File: src/rtl/dma_pkg.sv
// Purpose: shared constants for the four-channel dma controller
// Assumes: apb register access, 32-bit data, one word per register index
// Notes:   byte address = 4 * index; channel stride is 0x20 indices
package dma_pkg;
    // ----------------------------------------------------------------
    // sizes
    // ----------------------------------------------------------------
    localparam int CH_NUM = 4;
    localparam int ADDR_W = 24;
    localparam int LEN_W = 16;
    localparam int CTRL_W = 17;
    localparam int PADDR_W = 12;

    // ----------------------------------------------------------------
    // register indices within one channel
    // ----------------------------------------------------------------
    localparam logic [4:0] IDX_ADDR_A = 5'h00;
    localparam logic [4:0] IDX_ADDR_B = 5'h08;
    localparam logic [4:0] IDX_LEN = 5'h10;
    localparam logic [4:0] IDX_CTRL = 5'h1c;
    localparam logic [4:0] IDX_STAT = 5'h1e;

    // ----------------------------------------------------------------
    // channel control register fields
    // ----------------------------------------------------------------
    localparam int C_ENABLE = 0;
    localparam int C_SIZE16 = 1;
    localparam int C_WAY = 2;
    localparam int C_INDIRECT = 3;
    localparam int C_CONT = 4;
    localparam int C_ADJ_A = 5;
    localparam int C_ADJ_B = 6;
    localparam int C_DEC_A = 7;
    localparam int C_DEC_B = 8;
    localparam int C_STEP_A = 9;
    localparam int C_STEP_B = 11;
    localparam int C_AUTO_INIT = 13;
    localparam int C_TC_IRQ_EN = 14;
    localparam int C_OVR_IRQ_EN = 15;
    localparam int C_SW_REQ = 16;
    localparam logic [CTRL_W-1:0] CTRL_RESET = 17'h00000;

    // ----------------------------------------------------------------
    // channel status register fields
    // ----------------------------------------------------------------
    localparam int S_TC = 0;
    localparam int S_OVR = 1;
    localparam int S_ACTIVE = 2;
    localparam int S_VALID = 3;

    // ----------------------------------------------------------------
    // sequencer states
    // ----------------------------------------------------------------
    typedef enum logic [6:0] {
        ST_IDLE = 7'b0000001,
        ST_ARB = 7'b0000010,
        ST_PRIO = 7'b0000100,
        ST_CYC1 = 7'b0001000,
        ST_CYC2 = 7'b0010000,
        ST_UPD = 7'b0100000,
        ST_REL = 7'b1000000
    } seq_state_t;
endpackage

File: src/rtl/four_channel_dma_controller.sv
// Purpose: four-channel dma controller, cpu bus master, apb programmed
// Assumes: requests, grant and bus ready come from logic on clk
// Notes:   single-transfer and continuous modes; one bus cycle in flight at a time
`timescale 1ns/1ps
`default_nettype none
module four_channel_dma_controller
    import dma_pkg::*;
(
    // clock and reset
    input wire logic clk,
    input wire logic sys_rst,
    // apb slave
    input wire logic [dma_pkg::PADDR_W-1:0] paddr,
    input wire logic psel,
    input wire logic penable,
    input wire logic pwrite,
    input wire logic [31:0] pwdata,
    output logic [31:0] prdata,
    output logic pready,
    output logic pslverr,
    // on-chip peripheral requests and acknowledges
    input wire logic [dma_pkg::CH_NUM-1:0] transferRequest,
    output logic [dma_pkg::CH_NUM-1:0] transferAck,
    // cpu bus mastership
    output logic busRequest,
    input wire logic busGrant,
    // cpu bus data cycle
    output logic busValid,
    output logic [dma_pkg::ADDR_W-1:0] busAddr,
    output logic busWrite,
    output logic busWide,
    output logic busFlyby,
    output logic [15:0] busWdata,
    input wire logic [15:0] busRdata,
    input wire logic busReady,
    // per-channel interrupt levels
    output logic [dma_pkg::CH_NUM-1:0] chanIrq
);
    import dma_pkg::*;

    // ----------------------------------------------------------------
    // state
    // ----------------------------------------------------------------
    logic [ADDR_W-1:0] addrA_reg [CH_NUM];
    logic [ADDR_W-1:0] addrA_next [CH_NUM];
    logic [ADDR_W-1:0] addrB_reg [CH_NUM];
    logic [ADDR_W-1:0] addrB_next [CH_NUM];
    logic [LEN_W-1:0] len_reg [CH_NUM];
    logic [LEN_W-1:0] len_next [CH_NUM];
    logic [CTRL_W-1:0] ctrl_reg [CH_NUM];
    logic [CTRL_W-1:0] ctrl_next [CH_NUM];
    logic [CH_NUM-1:0] tc_reg, tc_next;
    logic [CH_NUM-1:0] ovr_reg, ovr_next;
    logic [CH_NUM-1:0] act_reg, act_next;
    logic [CH_NUM-1:0] vld_reg, vld_next;
    seq_state_t state_reg, state_next;
    logic [1:0] cur_reg, cur_next;
    logic [31:0] prdata_reg, prdata_next;
    logic slverr_reg, slverr_next;
    logic busReq_reg, busReq_next;
    logic busValid_reg, busValid_next;
    logic [ADDR_W-1:0] busAddr_reg, busAddr_next;
    logic busWrite_reg, busWrite_next;
    logic busWide_reg, busWide_next;
    logic busFlyby_reg, busFlyby_next;
    logic [15:0] busWdata_reg, busWdata_next;
    logic [CH_NUM-1:0] ack_reg, ack_next;

    // ----------------------------------------------------------------
    // decode and helpers
    // ----------------------------------------------------------------
    logic [1:0] regCh;
    logic [4:0] regIdx;
    logic mapped;
    logic apbWr;
    logic [CH_NUM-1:0] serviceable;
    logic anyServ;
    logic [1:0] winner;

    assign regCh = paddr[8:7];
    assign regIdx = paddr[6:2];
    assign mapped = (paddr[PADDR_W-1:9] == '0) && (paddr[1:0] == 2'b00) &&
        (regIdx == IDX_ADDR_A || regIdx == IDX_ADDR_B || regIdx == IDX_LEN ||
         regIdx == IDX_CTRL || regIdx == IDX_STAT);
    assign apbWr = psel && penable && pwrite && mapped;

    // only on-chip request lines or the software bit start a channel
    always_comb begin
        for (int i = 0; i < CH_NUM; i++) begin
            serviceable[i] = ctrl_reg[i][C_ENABLE] && act_reg[i] &&
                (transferRequest[i] || ctrl_reg[i][C_SW_REQ]);
        end
    end
    assign anyServ = |serviceable;

    // lowest index wins; evaluated in the cycle before the bus cycle
    always_comb begin
        winner = 2'd0;
        for (int i = CH_NUM - 1; i >= 0; i--) begin
            if (serviceable[i]) begin
                winner = 2'(i);
            end
        end
    end

    // step in bytes as a 24-bit value: 1, 2, 4 or 8
    function automatic logic [ADDR_W-1:0] stepOf(input logic [1:0] sel);
        stepOf = ADDR_W'(1) << sel;
    endfunction

    // address counter update: hold, increment or decrement
    function automatic logic [ADDR_W-1:0] adjust(input logic [ADDR_W-1:0] a,
        input logic en, input logic dec, input logic [1:0] sel);
        if (!en) begin
            adjust = a;
        end else if (dec) begin
            adjust = a - stepOf(sel);
        end else begin
            adjust = a + stepOf(sel);
        end
    endfunction

    // ----------------------------------------------------------------
    // next-state logic: sequencer, channel registers and apb
    // ----------------------------------------------------------------
    // hardware updates are applied first so apb writes to counters land
    // last, while status flags let a hardware set beat a software clear
    always_comb begin
        logic [CTRL_W-1:0] c;
        logic lastItem;
        c = ctrl_reg[cur_reg];
        lastItem = (len_reg[cur_reg] == LEN_W'(1)) || (len_reg[cur_reg] == '0);
        addrA_next = addrA_reg;
        addrB_next = addrB_reg;
        len_next = len_reg;
        ctrl_next = ctrl_reg;
        tc_next = tc_reg;
        ovr_next = ovr_reg;
        act_next = act_reg;
        vld_next = vld_reg;
        state_next = state_reg;
        cur_next = cur_reg;
        busReq_next = busReq_reg;
        busValid_next = busValid_reg;
        busAddr_next = busAddr_reg;
        busWrite_next = busWrite_reg;
        busWide_next = busWide_reg;
        busFlyby_next = busFlyby_reg;
        busWdata_next = busWdata_reg;
        ack_next = ack_reg;
        prdata_next = prdata_reg;
        slverr_next = slverr_reg;

        // software status clears come before hardware sets
        if (apbWr && regIdx == IDX_STAT) begin
            if (pwdata[S_TC]) tc_next[regCh] = 1'b0;
            if (pwdata[S_OVR]) ovr_next[regCh] = 1'b0;
            if (pwdata[S_VALID]) vld_next[regCh] = 1'b0;
        end

        case (state_reg)
            ST_IDLE: begin
                if (anyServ) begin
                    busReq_next = 1'b1;
                    state_next = ST_ARB;
                end
            end
            ST_ARB: begin
                // no data cycle until the cpu hands over the bus
                if (busGrant) begin
                    state_next = ST_PRIO;
                end
            end
            ST_PRIO: begin
                // one clock before the first bus clock: pick and load cycle
                if (anyServ) begin
                    c = ctrl_reg[winner];
                    cur_next = winner;
                    busValid_next = 1'b1;
                    busWide_next = c[C_SIZE16];
                    busWdata_next = 16'h0000;
                    if (!c[C_INDIRECT]) begin
                        // flyby: one address, implied device holds the data
                        busAddr_next = addrA_reg[winner];
                        busWrite_next = c[C_WAY];
                        busFlyby_next = 1'b1;
                        ack_next[winner] = !c[C_SW_REQ];
                    end else begin
                        busAddr_next = c[C_WAY] ? addrB_reg[winner] :
                            addrA_reg[winner];
                        busWrite_next = 1'b0;
                        busFlyby_next = 1'b0;
                        ack_next[winner] = !c[C_SW_REQ] && !c[C_WAY];
                    end
                    state_next = ST_CYC1;
                end else begin
                    busReq_next = 1'b0;
                    state_next = ST_REL;
                end
            end
            ST_CYC1: begin
                if (busReady) begin
                    busValid_next = 1'b0;
                    ack_next = '0;
                    if (c[C_INDIRECT]) begin
                        // write data register doubles as the holding register
                        busValid_next = 1'b1;
                        busWrite_next = 1'b1;
                        busWdata_next = busRdata;
                        busAddr_next = c[C_WAY] ? addrA_reg[cur_reg] :
                            addrB_reg[cur_reg];
                        ack_next[cur_reg] = !c[C_SW_REQ] && c[C_WAY];
                        state_next = ST_CYC2;
                    end else begin
                        busFlyby_next = 1'b0;
                        state_next = ST_UPD;
                    end
                end
            end
            ST_CYC2: begin
                if (busReady) begin
                    busValid_next = 1'b0;
                    busWrite_next = 1'b0;
                    ack_next = '0;
                    state_next = ST_UPD;
                end
            end
            ST_UPD: begin
                // per-item counter update, independent of size and way
                len_next[cur_reg] = len_reg[cur_reg] - LEN_W'(1);
                addrA_next[cur_reg] = adjust(addrA_reg[cur_reg], c[C_ADJ_A],
                    c[C_DEC_A], c[C_STEP_A +: 2]);
                if (c[C_INDIRECT]) begin
                    addrB_next[cur_reg] = adjust(addrB_reg[cur_reg], c[C_ADJ_B],
                        c[C_DEC_B], c[C_STEP_B +: 2]);
                end
                if (lastItem) begin
                    // block done: status set in the same clock the bus goes back
                    len_next[cur_reg] = '0;
                    tc_next[cur_reg] = 1'b1;
                    ovr_next[cur_reg] = 1'b1;
                    act_next[cur_reg] = 1'b0;
                    busReq_next = 1'b0;
                    state_next = ST_REL;
                end else if (c[C_CONT] && serviceable[cur_reg]) begin
                    // request looked at now that acknowledge has dropped
                    state_next = ST_PRIO;
                end else begin
                    busReq_next = 1'b0;
                    state_next = ST_REL;
                end
            end
            ST_REL: begin
                state_next = ST_IDLE;
            end
            default: begin
                state_next = ST_IDLE;
                busReq_next = 1'b0;
                busValid_next = 1'b0;
                ack_next = '0;
            end
        endcase

        // apb writes to counters and control
        if (apbWr) begin
            case (regIdx)
                IDX_ADDR_A: addrA_next[regCh] = pwdata[ADDR_W-1:0];
                IDX_ADDR_B: addrB_next[regCh] = pwdata[ADDR_W-1:0];
                IDX_LEN: len_next[regCh] = pwdata[LEN_W-1:0];
                IDX_CTRL: begin
                    ctrl_next[regCh] = pwdata[CTRL_W-1:0];
                    // enabling arms the channel; it stays armed until done
                    if (pwdata[C_ENABLE] && !ctrl_reg[regCh][C_ENABLE]) begin
                        act_next[regCh] = 1'b1;
                    end
                end
                default: begin
                end
            endcase
        end

        // read data and error captured in the setup phase
        if (psel && !penable) begin
            slverr_next = !mapped;
            case (regIdx)
                IDX_ADDR_A: prdata_next = {8'h00, addrA_reg[regCh]};
                IDX_ADDR_B: prdata_next = {8'h00, addrB_reg[regCh]};
                IDX_LEN: prdata_next = {16'h0000, len_reg[regCh]};
                IDX_CTRL: prdata_next = {15'h0000, ctrl_reg[regCh]};
                IDX_STAT: prdata_next = {28'h0000000, vld_reg[regCh],
                    act_reg[regCh], ovr_reg[regCh], tc_reg[regCh]};
                default: prdata_next = 32'h00000000;
            endcase
            if (!mapped) begin
                prdata_next = 32'h00000000;
            end
        end
    end

    // ----------------------------------------------------------------
    // registers
    // ----------------------------------------------------------------
    always_ff @(posedge clk) begin
        if (sys_rst) begin
            for (int i = 0; i < CH_NUM; i++) begin
                addrA_reg[i] <= '0;
                addrB_reg[i] <= '0;
                len_reg[i] <= '0;
                ctrl_reg[i] <= CTRL_RESET;
            end
            tc_reg <= '0;
            ovr_reg <= '0;
            act_reg <= '0;
            vld_reg <= '0;
            state_reg <= ST_IDLE;
            cur_reg <= 2'd0;
            prdata_reg <= 32'h00000000;
            slverr_reg <= 1'b0;
            busReq_reg <= 1'b0;
            busValid_reg <= 1'b0;
            busAddr_reg <= '0;
            busWrite_reg <= 1'b0;
            busWide_reg <= 1'b0;
            busFlyby_reg <= 1'b0;
            busWdata_reg <= 16'h0000;
            ack_reg <= '0;
        end else begin
            addrA_reg <= addrA_next;
            addrB_reg <= addrB_next;
            len_reg <= len_next;
            ctrl_reg <= ctrl_next;
            tc_reg <= tc_next;
            ovr_reg <= ovr_next;
            act_reg <= act_next;
            vld_reg <= vld_next;
            state_reg <= state_next;
            cur_reg <= cur_next;
            prdata_reg <= prdata_next;
            slverr_reg <= slverr_next;
            busReq_reg <= busReq_next;
            busValid_reg <= busValid_next;
            busAddr_reg <= busAddr_next;
            busWrite_reg <= busWrite_next;
            busWide_reg <= busWide_next;
            busFlyby_reg <= busFlyby_next;
            busWdata_reg <= busWdata_next;
            ack_reg <= ack_next;
        end
    end

    // ----------------------------------------------------------------
    // outputs
    // ----------------------------------------------------------------
    // zero-wait apb: every access completes in its first access cycle
    assign pready = 1'b1;
    assign prdata = prdata_reg;
    assign pslverr = slverr_reg && psel && penable;
    assign busRequest = busReq_reg;
    assign busValid = busValid_reg;
    assign busAddr = busAddr_reg;
    assign busWrite = busWrite_reg;
    assign busWide = busWide_reg;
    assign busFlyby = busFlyby_reg;
    assign busWdata = busWdata_reg;
    assign transferAck = ack_reg;

    // interrupt levels follow the flags and their enables
    always_comb begin
        for (int i = 0; i < CH_NUM; i++) begin
            chanIrq[i] = (tc_reg[i] && ctrl_reg[i][C_TC_IRQ_EN]) ||
                (ovr_reg[i] && ctrl_reg[i][C_OVR_IRQ_EN]);
        end
    end
endmodule // four_channel_dma_controller
`default_nettype wire

File: config.mk
export PLATFORM = sky130hd
export DESIGN_NAME = four_channel_dma_controller
export DESIGN_NICKNAME = d
export VERILOG_FILES = /design/src/rtl/dma_pkg.sv /design/src/rtl/four_channel_dma_controller.sv
export SDC_FILE = /design/constraint.sdc
export NUM_CORES = 2
export LEC_CHECK = 0
export ABC_AREA = 1
export BUFFER_PORTS_ARGS = -buffer_cell sky130_fd_sc_hd__buf_2
export CELL_PAD_IN_SITES_DETAIL_PLACEMENT = 0
export CELL_PAD_IN_SITES_GLOBAL_PLACEMENT = 1
export CORE_AREA = 2 2 265 240
export CTS_CLUSTER_DIAMETER = 200
export DETAILED_ROUTE_END_ITERATION = 6
export DIE_AREA = 0 0 267 242
export PLACE_DENSITY = 0.92
export SLEW_MARGIN = 40
export SYNTH_ARGS = -nofsm -noshare
export SYNTH_HDL_FRONTEND = slang
export SYNTH_SLANG_ARGS = --single-unit
File: constraint.sdc
create_clock -name clk -period 11.48 [get_ports clk]
set_clock_uncertainty 0.15 [all_clocks]
set_input_delay 2.296 -clock clk [delete_from_list [all_inputs] [get_ports clk]]
set_output_delay 2.296 -clock clk [all_outputs]
set_load 0.005 [all_outputs]
==> impl_metrics.json <==
{
  "vias": 32961,
  "yosysMostFrequentCell": "nand2_1",
  "hold_start": "vld_reg[2]$_SDFFE_PP0P_",
  "synthArstFlopShare_pct": 0,
  "fmax_mhz": 168,
  "min_period_over_period_pct": 52.0,
  "hpwl_microns": 80200,
  "crit_top_cell": "nand2_1",
  "synth.distinct_cells": 61,
  "synth_area_leaders": "dfxtp_1 31%, a21oi_1 13%, nand2_1 13%",
  "avgViaCountPerCell": 6.33,
  "cp-end-kind": "flip-flop",
  "critPathRequiredTime_ns": 11.86,
  "clk_pin_slew_ns": 0.07,
  "setup_viol": 0,
  "row_count": 87,
  "ant_nets": 0,
  "worstSetupStartpointType": "flip-flop",
  "drive_gt1_share_pct": 9.02,
  "die_y_microns": 242,
  "cp.arrival_ns": 6.35,
  "fin_crit_ns": 5.97,
  "syn_area_per_cell_sq_um": 6.35,
  "wire_per_inst_microns": 24.2,
  "design.core.area_sq_um": 62200,
  "critPathMaxStageDelay_ns": 0.71,
  "synthCells": 4345,
  "placement.io_buffers": 140,
  "cts_sinks": 423,
  "maxSlewHeadroom_pct": 32.5,
  "hp-class": "flip-flop to flip-flop",
  "rsz0062_at_grt": "no",
  "area_growth_pct": 9.72,
  "cp-startpoint": "cur_reg[0]$_SDFFE_PP0P_",
  "leakage_uw": 0.0117,
  "hold_violations": 0,
  "ys_warn_count": 0,
  "pin_count": 158,
  "r2r_start": "cur_reg[0]$_SDFFE_PP0P_",
  "synth-edff-count": 0,
  "grt_pass1_vias": 29498,
  "antenna_found_initial": 7,
  "path_buf_inv": 4,
  "htree_levels": 2,
  "cts_resized": 0,
  "grt_max_degree": 103,
  "tns_ns": 0,
  "final-max-slew-violation-count": 0,
  "synth_top_area_share_pct": 30.7,
  "cts-root-buf": "clkbuf_16",
  "grt.total_usage_pct": 37.4,
  "synth_commonest_cells": "940 x nand2_1, 708 x a21oi_1, 423 x dfxtp_1, 396 x o21ai_0, 365 x inv_1",
  "violations": "DRC",
  "die_x_microns": 267,
  "fin_nets": 4439,
  "die_area_sq_um": 64600,
  "tritoncts": "built",
  "ctsHoldBuffers": 0,
  "maxCapViolCount": 0,
  "cts_setup_buffers": 0,
  "clk_latency_ns": 0.62,
  "totalWireLength_microns": 126000,
  "status": "finished with violations",
  "worstMarginPinSlew_ns": 1.00,
  "yosysSeqAreaShare_pct": 30.7,
  "drc_errors": 2,
  "hold_ws_ns": 0.292,
  "crit_type": "flip-flop to flip-flop",
  "place.gp.congestion": 0.970,
  "synth_ff_type": "dfxtp_1",
  "grt_overflow": 0,
  "drtIter0Drc": 4897,
  "cts_buffers": 48,
  "yosys.area.top_type": "dfxtp_1",
  "peakVddDrop_uv": 100,
  "grt_pass1_wl_microns": 185000,
  "start_util_pct": 44.4,
  "syn-cell-area_sq_um": 27600,
  "crit_family": "simple AND/OR/NAND/NOR gates",
  "critPathMaxFanout": 39,
  "cpMaxStageDelayCell": "buf_4",
  "pwr_density_cell_nw_per_um2": 110,
  "clk_path_buf_depth": 3,
  "fillers": 6429,
  "synth_seq_cells": 423,
  "drt_pass1_iterations": 7,
  "cp_cell_sequence": "inv_2, nand2_2, buf_4, o221ai_1, nor2_1, inv_1, ha_1, o21ai_0, inv_1, fa_1, nand3b_1, nand2_1, a21boi_0, o21ai_0, nand2_1, nand2_1, nand2_1, nand3_1, nand3_1, a21oi_1"
}
layout by cell type, fill, tap and decap left out, types with 12 or more instances in the layout:
| cell type | n |
|---|---|
| xor2_1 | 13 |
| o21ai_0 | 393 |
| inv_1 | 359 |
| o21ai_1 | 33 |
| o2111ai_1 | 17 |
| nor3_1 | 20 |
| nor2_4 | 12 |
| ha_1 | 50 |
| a22oi_1 | 80 |
| clkbuf_16 | 50 |
| nand3b_1 | 12 |
| nand2_1 | 934 |
| a21oi_1 | 708 |
| dfxtp_1 | 423 |
| o22ai_1 | 153 |
| o211ai_1 | 41 |
| inv_2 | 28 |
| clkinv_1 | 16 |
| buf_4 | 62 |
| nand3_1 | 239 |
| nor2_2 | 29 |
| o221ai_1 | 31 |
| buf_2 | 139 |
| a211oi_1 | 20 |
| nand2_2 | 12 |
| nor2_1 | 290 |
| nand4_1 | 39 |
where the power goes:
| group | internal (uW) | total [uW] | switching [uW] |
|---|---|---|---|
| logic | 48.0 | 211 | 163 |
| registers | 1470 | 1480 | 5.51 |
| clock network | 934 | 1640 | 702 |
| total | 2460 | 3330 | 870 |
per-stage QoR:
step           setup slack, ns  cell area [sq um]  power [uW]  instances  util, %
3_5_place_dp              5.75              28600        1710       5111     46.0
2_1_floorplan             6.58              27600        1630       4352        -
5_1_grt                   5.38              30300        3390       5201     48.7
6_report                  5.51              30300        3330       5203     48.7
3_3_place_gp              5.77              28600        1710       5111     46.0
4_1_cts                   5.73              30300        3310       5201     48.7
cells by family (layout without fill, tap and decap cells):
group | Yosys count | count (layout) | synth area share (%)
muxes | 1 | 1 | 0.0363
xor gates and xnor gates | 17 | 17 | 0.567
AOI/OAI and AO/OA | 1536 | 1536 | 31.1
and+or+nand+nor | 1617 | 1617 | 24.8
buffers and inverters | 697 | 701 | 10.4
DFF | 423 | 423 | 30.7
adders and majority gates | 52 | 52 | 2.41
other | 2 | 11 | 0.0272
final timing paths:
kind         slack, ns                  endpoint  depth (start not counted)
min               0.29   vld_reg[2]$_SDFFE_PP0P_                          2
max               5.51  addrA_reg[90]$_SDFF_PP0_                         20
max reg2reg       5.51  addrA_reg[90]$_SDFF_PP0_                         20
min reg2reg       0.29   vld_reg[2]$_SDFFE_PP0P_                          2
metal layers:
metal	global-route usage, %	routed length, microns	vias to the layer above
met5	0	46	-
met4	20.3	7880	8
met3	14.0	21200	523
met2	51.8	49100	2671
met1	49.7	47500	14913
li1	-	-	14846
worst min-delay path, delay by kind of cell (launching register included):
family | cells | cell delay, ns
AOI/OAI and AO/OA | 1 | 0.03
and+or+nand+nor | 1 | 0.06
DFF | 1 | 0.31
area by class of cell:
class | count | area, sq um | share of cell area (%)
clock inverter | 21 | 221 | 0.731
sequential | 423 | 8470 | 28.0
antenna | 2 | 5.00 | 0.0165
inverter | 406 | 1530 | 5.07
multi-input combinational | 3232 | 16400 | 54.0
tap | 845 | 1060 | 3.49
timing repair buffer | 205 | 1210 | 3.98
clock buffer | 69 | 1420 | 4.70
Note: power is estimated with default switching activity, not from simulation.
